[src/logic/conv_pkg.sv]
// constants shared by the data converter controller and its sub-blocks
// assumes a 100 MHz system clock and a word-aligned classic wishbone bus
package conv_pkg;
  // converter data widths
  localparam int unsigned RES_W  = 10;
  localparam int unsigned PAIR_W = 16;
  localparam int unsigned PAD_W  = 6;

  // conversion timing
  localparam int unsigned CLK_PERIOD_NS = 10;
  localparam int unsigned CONV_TIME_NS  = 6500;
  localparam int unsigned CONV_CYCLES   = 13;
  localparam int unsigned TICK_SYS_CYC  = CONV_TIME_NS / CONV_CYCLES / CLK_PERIOD_NS;
  localparam logic [6:0]  PRESCALE_RST  = 7'(TICK_SYS_CYC - 1);

  // steps of one conversion, counted in converter clocks
  localparam logic [3:0] STEP_FIRST  = 4'h1;
  localparam logic [3:0] STEP_SAMPLE = 4'h3;
  localparam logic [3:0] STEP_LAST   = 4'(CONV_CYCLES);

  // register byte offsets
  localparam logic [7:0] OFS_CTRL     = 8'h00;
  localparam logic [7:0] OFS_INSEL    = 8'h04;
  localparam logic [7:0] OFS_RES_LO   = 8'h08;
  localparam logic [7:0] OFS_RES_HI   = 8'h0C;
  localparam logic [7:0] OFS_PRESCALE = 8'h10;

  // converter_control_reg fields
  localparam int unsigned CTL_ENABLE = 0;
  localparam int unsigned CTL_DAC    = 1;
  localparam int unsigned CTL_LEFT_ALIGN_SELECT   = 2;
  localparam int unsigned CTL_GO     = 3;
  localparam int unsigned CTL_DONE   = 4;
  localparam int unsigned CTL_REF    = 5;
  localparam int unsigned CTL_TRIG   = 6;

  // input select fields
  localparam int unsigned INS_CHAN    = 0;
  localparam int unsigned INS_DIFF    = 3;
  localparam int unsigned INS_CONNECT = 4;
  localparam int unsigned INS_TEMP    = 5;

  // reset values and special codes
  localparam logic [7:0]        CTRL_RST     = 8'h00;
  localparam logic [7:0]        INSEL_RST    = 8'h00;
  localparam logic [PAIR_W-1:0] PAIR_RST     = 16'h0000;
  localparam logic [2:0]        INT_PAIR     = 3'h3;
  localparam logic [RES_W-1:0]  CODE_MID     = 10'h200;
  localparam logic [RES_W-1:0]  CODE_MIN_NEG = 10'h201;

  // sequencer states, gray along idle -> run
  typedef enum logic [1:0] {
    ST_IDLE = 2'b00,
    ST_RUN  = 2'b01
  } sar_state_t;
endpackage

[src/logic/conv_tick_gen.sv]
// converter clock prescaler: one-cycle tick every (div+1) system clocks
// assumes restart is pulsed when a conversion starts
`timescale 1ns/1ps
`default_nettype none
module conv_tick_gen #(
  parameter int unsigned DIV_W = 7
) (
  input  wire logic             i_clk,
  input  wire logic             i_rst,
  input  wire logic             i_run,
  input  wire logic             i_restart,
  input  wire logic [DIV_W-1:0] i_div,
  output logic                  o_tick
);
  logic [DIV_W-1:0] cnt_q;
  wire              wrap = (cnt_q == i_div);

  // restart aligns the first converter clock to the start
  always_ff @(posedge i_clk or posedge i_rst) begin
    if (i_rst) begin
      cnt_q  <= '0;
      o_tick <= 1'b0;
    end else if (!i_run || i_restart) begin
      cnt_q  <= '0;
      o_tick <= 1'b0;
    end else begin
      cnt_q  <= wrap ? '0 : cnt_q + 1'b1;
      o_tick <= wrap;
    end
  end
endmodule
`default_nettype wire

[src/logic/sar_core.sv]
// successive-approximation sequencer shared by adc and dac directions
// assumes i_cmp is high when the held input is at or above the trial level
`timescale 1ns/1ps
`default_nettype none
module sar_core
  import conv_pkg::*;
(
  input  wire logic             i_clk,
  input  wire logic             i_rst,
  input  wire logic             i_tick,
  input  wire logic             i_start,
  input  wire logic             i_abort,
  input  wire logic             i_dac_mode,
  input  wire logic [RES_W-1:0] i_dac_code,
  input  wire logic             i_cmp,
  output logic                  o_busy,
  output logic                  o_done,
  output logic                  o_sample,
  output logic                  o_dac_update,
  output logic [RES_W-1:0]      o_trial
);
  sar_state_t       state_q;
  logic [3:0]       step_q;
  logic             dac_q;
  logic [RES_W-1:0] trial_d;

  wire       last  = (step_q == STEP_LAST);
  wire [3:0] nstep = step_q + 4'h1;
  wire [3:0] idx   = STEP_LAST - step_q;
  wire       decide = (step_q > STEP_SAMPLE);

  // bit decision: drop the trial bit if below, then try the next one
  always_comb begin
    trial_d = o_trial;
    if (!dac_q && decide) begin
      if (!i_cmp) trial_d[idx] = 1'b0;
      if (idx != 4'h0) trial_d[idx - 4'h1] = 1'b1;
    end
  end

  // sequencer: start, 13 converter clocks, done pulse
  always_ff @(posedge i_clk or posedge i_rst) begin
    if (i_rst) begin
      state_q      <= ST_IDLE;
      step_q       <= STEP_FIRST;
      dac_q        <= 1'b0;
      o_trial      <= CODE_MID;
      o_done       <= 1'b0;
      o_sample     <= 1'b0;
      o_dac_update <= 1'b0;
    end else begin
      o_done <= 1'b0;
      unique case (state_q)
        ST_IDLE: begin
          o_sample     <= 1'b0;
          o_dac_update <= 1'b0;
          if (i_start) begin
            state_q <= ST_RUN;
            step_q  <= STEP_FIRST;
            dac_q   <= i_dac_mode;
            // dac value is buffered once, held for the whole conversion
            o_trial <= i_dac_mode ? i_dac_code : CODE_MID;
          end
        end
        ST_RUN: begin
          if (i_abort) begin
            state_q      <= ST_IDLE;
            o_sample     <= 1'b0;
            o_dac_update <= 1'b0;
          end else if (i_tick) begin
            o_trial <= trial_d;
            if (last) begin
              state_q      <= ST_IDLE;
              o_done       <= 1'b1;
              o_dac_update <= 1'b0;
            end else begin
              step_q       <= nstep;
              o_sample     <= !dac_q && (nstep == STEP_SAMPLE);
              o_dac_update <= dac_q && (nstep == STEP_LAST);
            end
          end
        end
      endcase
    end
  end

  assign o_busy = (state_q == ST_RUN);
endmodule
`default_nettype wire

[src/logic/dual_mode_data_converter_ctrl.sv]
// control and result formatting for a 10-bit dual-mode data converter
// assumes a classic wishbone master and an analog front end with a comparator
//
// Operation
// - one mode at a time, shared SAR core
// - eight-way mux: single-ended or differential
// - results are signed two's complement
// - result placed right or left in pair
// - right aligned: sign fills upper six bits
// - left aligned: lowest six bits zero
// - pair readable in adc, writable in dac
// - zero, full and half positive codes
// - full and half negative codes
// - reference internal or half supply
// - nominal 6.5 us per conversion
// - start by software or timer
// - interrupt request on each completion
// - internal temperature and supply selections
// - dac runs core in reverse
// - thirteen converter clocks per conversion
// - go bit starts, stays, hardware clears
// - completion sets flag, writes result
//
// The register offsets and the Wishbone register port were left to the implementer.
`timescale 1ns/1ps
`default_nettype none
module dual_mode_data_converter_ctrl
  import conv_pkg::*;
#(
  parameter int unsigned ADDR_W = 8
) (
  input  wire logic              i_clk,
  input  wire logic              i_rst,
  // classic wishbone slave
  input  wire logic              i_wb_cyc,
  input  wire logic              i_wb_stb,
  input  wire logic              i_wb_we,
  input  wire logic [ADDR_W-1:0] i_wb_adr,
  input  wire logic [3:0]        i_wb_sel,
  input  wire logic [31:0]       i_wb_dat,
  output logic      [31:0]       o_wb_dat,
  output logic                   o_wb_ack,
  // trigger and analog side
  input  wire logic              i_timer_ovf,
  input  wire logic              i_cmp,
  output logic                   o_irq,
  output logic                   o_enable,
  output logic                   o_dac_mode,
  output logic [2:0]             o_mux_chan,
  output logic                   o_mux_diff,
  output logic                   o_mux_connect,
  output logic                   o_mux_internal,
  output logic                   o_internal_temp,
  output logic                   o_ref_half_supply,
  output logic                   o_sample,
  output logic                   o_dac_update,
  output logic [RES_W-1:0]       o_trial
);
  import conv_pkg::*;

  // full-address match; offsets are word aligned, so byte lanes 1..3 never hit
  function automatic logic hit(input logic [ADDR_W-1:0] a, input logic [7:0] ofs);
    logic [ADDR_W-1:0] ofs_w;
    ofs_w = ADDR_W'(ofs);
    hit   = (a == ofs_w);
  endfunction

  // right or left placement of a signed result in the pair
  function automatic logic [PAIR_W-1:0] place(input logic [RES_W-1:0] r,
                                              input logic             left);
    place = left ? {r, {PAD_W{1'b0}}}
                 : {{PAD_W{r[RES_W-1]}}, r};
  endfunction

  // control state
  logic              enable_q;
  logic              dac_q;
  logic              left_align_select_q;
  logic              busy_q;
  logic              done_q;
  logic              ref_q;
  logic              trig_q;
  logic [2:0]        chan_q;
  logic              diff_q;
  logic              connect_q;
  logic              temp_q;
  logic [6:0]        prescale_q;
  logic [PAIR_W-1:0] pair_q;

  // core and prescaler wiring
  logic              tick;
  logic              core_busy;
  logic              core_done;
  logic [RES_W-1:0]  core_trial;
  logic              core_sample;
  logic              core_update;

  // register selects, shared by the write strobes and the read mux
  wire sel_ctrl = hit(i_wb_adr, OFS_CTRL);
  wire sel_ins  = hit(i_wb_adr, OFS_INSEL);
  wire sel_lo   = hit(i_wb_adr, OFS_RES_LO);
  wire sel_hi   = hit(i_wb_adr, OFS_RES_HI);
  wire sel_pre  = hit(i_wb_adr, OFS_PRESCALE);

  // bus decode
  wire       bus_req = i_wb_cyc & i_wb_stb;
  wire       wr_take = bus_req & i_wb_we & o_wb_ack & i_wb_sel[0];
  wire [7:0] wd      = i_wb_dat[7:0];
  wire       wr_ctrl = wr_take & sel_ctrl;
  wire       wr_ins  = wr_take & sel_ins;
  wire       wr_lo   = wr_take & sel_lo;
  wire       wr_hi   = wr_take & sel_hi;
  wire       wr_pre  = wr_take & sel_pre;

  // start sources; a start needs the enable set, no second start while busy
  wire sw_go  = wr_ctrl & wd[CTL_GO] & wd[CTL_ENABLE];
  wire tmr_go = enable_q & trig_q & i_timer_ovf;
  wire start  = (sw_go | tmr_go) & ~busy_q;
  // clearing the enable abandons a running conversion
  wire abort  = wr_ctrl & ~wd[CTL_ENABLE];

  // offset-binary core code to signed, with the -512 code folded to -511
  wire [RES_W-1:0] signed_raw = {~core_trial[RES_W-1], core_trial[RES_W-2:0]};
  wire [RES_W-1:0] adc_code   = (signed_raw == CODE_MID) ? CODE_MIN_NEG
                                                         : signed_raw;

  // dac value taken from the pair in the current alignment
  wire [RES_W-1:0] dac_code = left_align_select_q ? pair_q[PAIR_W-1:PAD_W]
                                     : pair_q[RES_W-1:0];

  // the pair reads as zero while it is the dac's write-only input
  wire [PAIR_W-1:0] pair_rd = dac_q ? PAIR_RST : pair_q;

  // readback of the control byte shows live busy and done state
  wire [7:0] ctrl_rd = 8'({trig_q, ref_q, done_q, busy_q, left_align_select_q, dac_q, enable_q});
  wire [7:0] ins_rd  = 8'({temp_q, connect_q, diff_q, chan_q});

  // read mux, unmapped words read zero
  wire [7:0] rd_byte =
    sel_ctrl ? ctrl_rd :
    sel_ins  ? ins_rd :
    sel_lo   ? pair_rd[7:0] :
    sel_hi   ? pair_rd[15:8] :
    sel_pre  ? {1'b0, prescale_q} : 8'h00;

  // internal channel is differential pair three
  wire internal_sel = diff_q & (chan_q == INT_PAIR);
  wire ref_half     = ref_q & ~internal_sel;

  // one ack per request, dropped the cycle after
  // a master that keeps stb up gets another ack every second cycle, without dropping stb
  always_ff @(posedge i_clk or posedge i_rst) begin
    if (i_rst) begin
      o_wb_ack <= 1'b0;
      o_wb_dat <= 32'h0000_0000;
    end else begin
      o_wb_ack <= bus_req & ~o_wb_ack;
      if (bus_req & ~o_wb_ack) begin
        o_wb_dat <= {24'h00_0000, rd_byte};
      end
    end
  end

  // control register; mode bit switches the shared core direction
  always_ff @(posedge i_clk or posedge i_rst) begin
    if (i_rst) begin
      enable_q <= CTRL_RST[CTL_ENABLE];
      dac_q    <= CTRL_RST[CTL_DAC];
      left_align_select_q   <= CTRL_RST[CTL_LEFT_ALIGN_SELECT];
      ref_q    <= CTRL_RST[CTL_REF];
      trig_q   <= CTRL_RST[CTL_TRIG];
    end else if (wr_ctrl) begin
      enable_q <= wd[CTL_ENABLE];
      dac_q    <= wd[CTL_DAC];
      left_align_select_q   <= wd[CTL_LEFT_ALIGN_SELECT];
      ref_q    <= wd[CTL_REF];
      trig_q   <= wd[CTL_TRIG];
    end
  end

  // busy follows the core; software clears it only by writing the enable bit low
  always_ff @(posedge i_clk or posedge i_rst) begin
    if (i_rst) begin
      busy_q <= CTRL_RST[CTL_GO];
    end else if (start) begin
      busy_q <= 1'b1;
    end else if (core_done | abort) begin
      busy_q <= 1'b0;
    end
  end

  // completion flag: write one clears, a new completion wins
  always_ff @(posedge i_clk or posedge i_rst) begin
    if (i_rst) begin
      done_q <= CTRL_RST[CTL_DONE];
    end else if (core_done) begin
      done_q <= 1'b1;
    end else if (wr_ctrl & wd[CTL_DONE]) begin
      done_q <= 1'b0;
    end
  end

  // input select and prescaler
  always_ff @(posedge i_clk or posedge i_rst) begin
    if (i_rst) begin
      chan_q     <= INSEL_RST[INS_CHAN +: 3];
      diff_q     <= INSEL_RST[INS_DIFF];
      connect_q  <= INSEL_RST[INS_CONNECT];
      temp_q     <= INSEL_RST[INS_TEMP];
      prescale_q <= PRESCALE_RST;
    end else begin
      if (wr_ins) begin
        chan_q    <= wd[INS_CHAN +: 3];
        diff_q    <= wd[INS_DIFF];
        connect_q <= wd[INS_CONNECT];
        temp_q    <= wd[INS_TEMP];
      end
      if (wr_pre) begin
        prescale_q <= wd[6:0];
      end
    end
  end

  // result pair: written by the core in adc, by software in dac
  // each byte lands at once; no latching between the halves
  always_ff @(posedge i_clk or posedge i_rst) begin
    if (i_rst) begin
      pair_q <= PAIR_RST;
    end else if (core_done & ~dac_q) begin
      pair_q <= place(adc_code, left_align_select_q);
    end else if (dac_q) begin
      // writes in adc mode fall through untouched
      if (wr_lo) pair_q[7:0]  <= wd;
      if (wr_hi) pair_q[15:8] <= wd;
    end
  end

  // analog-side controls, registered so the pins never glitch
  always_ff @(posedge i_clk or posedge i_rst) begin
    if (i_rst) begin
      o_irq             <= 1'b0;
      o_enable          <= 1'b0;
      o_dac_mode        <= 1'b0;
      o_mux_chan        <= 3'h0;
      o_mux_diff        <= 1'b0;
      o_mux_connect     <= 1'b0;
      o_mux_internal    <= 1'b0;
      o_internal_temp   <= 1'b0;
      o_ref_half_supply <= 1'b0;
    end else begin
      o_irq             <= done_q;
      o_enable          <= enable_q;
      o_dac_mode        <= dac_q;
      o_mux_chan        <= chan_q;
      o_mux_diff        <= diff_q;
      o_mux_connect     <= connect_q;
      o_mux_internal    <= internal_sel;
      o_internal_temp   <= temp_q;
      // internal channels always use the fixed reference
      o_ref_half_supply <= ref_half;
    end
  end

  // converter clock from the system clock
  // restarting at each start keeps every conversion the same length
  conv_tick_gen #(
    .DIV_W (7)
  ) u_tick (
    .i_clk     (i_clk),
    .i_rst     (i_rst),
    .i_run     (busy_q),
    .i_restart (start),
    .i_div     (prescale_q),
    .o_tick    (tick)
  );

  // 13-step sequencer, sample in step three, dac update in step 13
  sar_core u_core (
    .i_clk        (i_clk),
    .i_rst        (i_rst),
    .i_tick       (tick),
    .i_start      (start),
    .i_abort      (abort),
    .i_dac_mode   (dac_q),
    .i_dac_code   (dac_code),
    .i_cmp        (i_cmp),
    .o_busy       (core_busy),
    .o_done       (core_done),
    .o_sample     (core_sample),
    .o_dac_update (core_update),
    .o_trial      (core_trial)
  );

  assign o_sample     = core_sample;
  assign o_dac_update = core_update;
  assign o_trial      = core_trial;

  // core_busy matches busy_q except at completion, where it drops one cycle before busy_q; kept as the core's own view of the run
  wire unused_busy = core_busy;
endmodule
`default_nettype wire

[config.mk]
export PLATFORM = sky130hd
export DESIGN_NAME = dual_mode_data_converter_ctrl
export DESIGN_NICKNAME = d
export VERILOG_FILES = /design/src/logic/conv_pkg.sv /design/src/logic/conv_tick_gen.sv /design/src/logic/sar_core.sv /design/src/logic/dual_mode_data_converter_ctrl.sv
export SDC_FILE = /design/constraint.sdc
export NUM_CORES = 1
export LEC_CHECK = 0
export ABC_AREA = 1
export BUFFER_PORTS_ARGS = -buffer_cell sky130_fd_sc_hd__buf_2
export CORE_MARGIN = 3
export CORE_UTILIZATION = 55
export DETAILED_ROUTE_END_ITERATION = 10
export HOLD_SLACK_MARGIN = 0.03
export PLACE_DENSITY = 0.81
export RECOVER_POWER = 100
export SLEW_MARGIN = 20
export SYNTH_ARGS = -nofsm -noshare
export SYNTH_HDL_FRONTEND = slang
export SYNTH_SLANG_ARGS = --single-unit
[constraint.sdc]
create_clock -name i_clk -period 2.7 [get_ports i_clk]
set_input_delay 0.135 -clock i_clk [delete_from_list [all_inputs] [get_ports i_clk]]
set_output_delay 0.135 -clock i_clk [all_outputs]
set_load 0.01 [all_outputs]
==> impl_metrics.ini <==
[critical_path]
cp.required_ns = 2.94
startpoint_type = flip-flop
critPathLaunch = dac_q$_DFFE_PP0N_
reg2reg_to = pair_q[7]$_DFFE_PP0P_
arrival_ns = 2.56
endpoint = pair_q[7]$_DFFE_PP0P_
reg2reg_slack_ns = 0.38
ff2ff_path_depth = 7
r2r-start = dac_q$_DFFE_PP0N_
critPathKind = reg -> reg
crit_path_end_kind = flip-flop
cp_max_fo = 13

[flow_run]
drv_cap = 0

[synth]
yosysMostFrequentCell = nand2_1
synth_edf_count = 0
synthArstFlopShare = 1.00
netlist_top_cells_area = dfrtp_1 41%, nand2_1 14%, o21ai_0 5.2%
synthDominantCellAreaShare = 0.406
ys.flop_type = dfrtp_1
synth_top_cell_by_area = dfrtp_1
synth_seq_area_share = 0.433
synthesis.instances = 619
synth.ff_latch_count = 83
synth.distinct_cells = 41
syn_area_per_cell_um2 = 7.76
synthTopCellsByCount = 181 x nand2_1, 78 x dfrtp_1, 57 x inv_1
synth_area_um2 = 4810
yosys_warnings = 0

[drt]
drtAntennaViolNets = 0
route.detailed.drc = 0
firstDrtPassIters = 5
vias = 4417
wl_mm = 12.3
drt_iter0_drc = 529
wire_per_inst_um = 15.6
via_per_inst = 5.62

[timing]
finalCriticalPeriod_ns = 2.32
slew_viol_final = 0
clock.fmax_mhz = 431
tns_ns = 0
setup_viol = 0
slew_headroom = 0.110
worst_pin_slew_ns = 1.33
rsz0062_at_grt = no
hold_violations = 0
worst_slack_ns = 0.382
finalCritPeriodShare = 0.858
finalClockSkew_ns = 0.0131

[floorplan]
rows = 33
start_util = 0.576
design.die.area_um2 = 9900
core_um2 = 8340
die_w_um = 99.5
die_h_um = 99.5
io_pins = 107

[pwr]
leakage_nw = 2.73
vdd_ir_drop_max_v = 0.000267
p_per_area_nw_per_um2 = 486
p_total_w = 0.00256

[clock_tree]
post_cts_buffers = 0
clock_path_buffers = 2
cts_root_buf = clkbuf_8
cts_sinks = 83
post_cts_resized = 0
cts_tree = yes
cts_made_buffers = 9
cts-htree-levels = 3
ctsHoldBuffers = 1
clk_latency_ns = 0.36
path_clk_slew_ns = 0.09

[global_route]
grt-ovfl-total = 0
grt_pass1_wl_mm = 20.4
grt_max_degree = 32
grt_pass1_vias = 4150
antenna_found_initial = 0
grt_usage = 0.259

[layout]
antennaDiodeCount = 0
fin_nets = 736
utilization = 0.632
synthToLayoutAreaGrowth_pct = 9.63
drive_gt1_frac = 0.0999

[placed_design]
hpwl_mm = 9.07
gp_congestion = 1.03
pre_cts_ws_ns = 0.634
numPortBuffers = 55

[worst_hold_path]
hold_path_class = in -> reg

[run_status]
outcome = completed
power breakdown:
part | total [W] | internal [W] | switching (W) | leakage, nW
clock | 0.00112 | 0.000647 | 0.000476 | 0.125
sequential | 0.00127 | 0.00126 | 0.0000142 | 1.03
combinational | 0.000165 | 0.0000427 | 0.000122 | 1.58
total | 0.00256 | 0.00195 | 0.000612 | 2.73
routing by layer:
layer  GRT usage  up-vias  part of all wire
met4      0.0777        0             0.020
li1            -     2084                 -
met1       0.348     2058              0.40
met5           0        -                 0
met3      0.0505       26             0.096
met2       0.426      249              0.49
layout by cell type (no fill, tap or decap), drive strengths merged, types with 2 or more instances in the layout:
master and n:
xnor2 4, buf 27, ha 9, nand3 51
o211ai 8, xor2 11, inv 59, dfrtp 78
dfstp 5, bufinv 3, o31ai 2, a31oi 6
nor3 7, clkbuf 45, conb 24, nand3b 2
o21ai 55, nand2 187, clkinv 2, a21oi 29
nor2 50, nand4 11
flip-flops by register name, summed over array words and instances, names as in the netlist, 3 cells and up:
| signal | cells |
|---|---|
| chan_q | 3 |
| o_mux_chan | 3 |
| o_wb_dat | 8 |
| pair_q | 16 |
| prescale_q | 7 |
| u_core.o_trial | 10 |
| u_core.step_q | 4 |
| u_tick.cnt_q | 7 |
through the flow:
stage	instance area, um^2	cells	hold WS (ns)
floorplan	4890	642	0.260
global placement	5080	769	0.181
detailed placement	5080	769	0.189
CTS	5340	786	0.0584
global route	5270	786	0.0625
finish	5270	786	0.0551
area by class of cell:
cell class	count	area [um^2]
Clock buffer	11	141
Inverter	60	226
Timing Repair Buffer	62	280
Clock inverter	5	108
Fill cell	795	3070
Tap cell	105	131
Multi-Input combinational cell	460	2300
Sequential cell	83	2080
critical path, cell delays in order (launching register included):
cell and delay, ns:
dfrtp_1 0.54, nor2_1 0.17, buf_4 0.21, clkinv_1 0.30, o21ai_1 0.60, inv_1 0.20, nand2_1 0.11, o21ai_0 0.07
logic make-up (layout without fill, tap and decap cells):
| logic type | Yosys count | count (layout) | share of synthesized area |
|---|---|---|---|
| and+or+nand+nor | 310 | 310 | 0.293 |
| AOI/OAI and AO/OA | 102 | 102 | 0.120 |
| buffers and inverters | 99 | 138 | 0.102 |
| DFF | 83 | 83 | 0.433 |
| xor gates and xnor gates | 15 | 15 | 0.0273 |
| adders and majority gates | 9 | 9 | 0.0234 |
| other | 1 | 24 | 0.000780 |
worst min path at each step:
stage,startpoint,end,slack (ns),cells past startpoint
6_report,i_wb_stb,o_wb_ack$_DFF_PP0_,0.06,3
3_5_place_dp,i_rst,o_enable$_DFF_PP0_,0.19,2
3_3_place_gp,i_rst,u_core.o_done$_DFF_PP0_,0.18,2
4_1_cts,i_wb_dat[5],pair_q[5]$_DFFE_PP0P_,0.06,3
5_1_grt,i_wb_stb,o_wb_ack$_DFF_PP0_,0.06,3
2_1_floorplan,i_wb_dat[0],prescale_q[0]$_DFFE_PP1P_,0.26,2
Note: power is estimated with default switching activity, not from simulation.
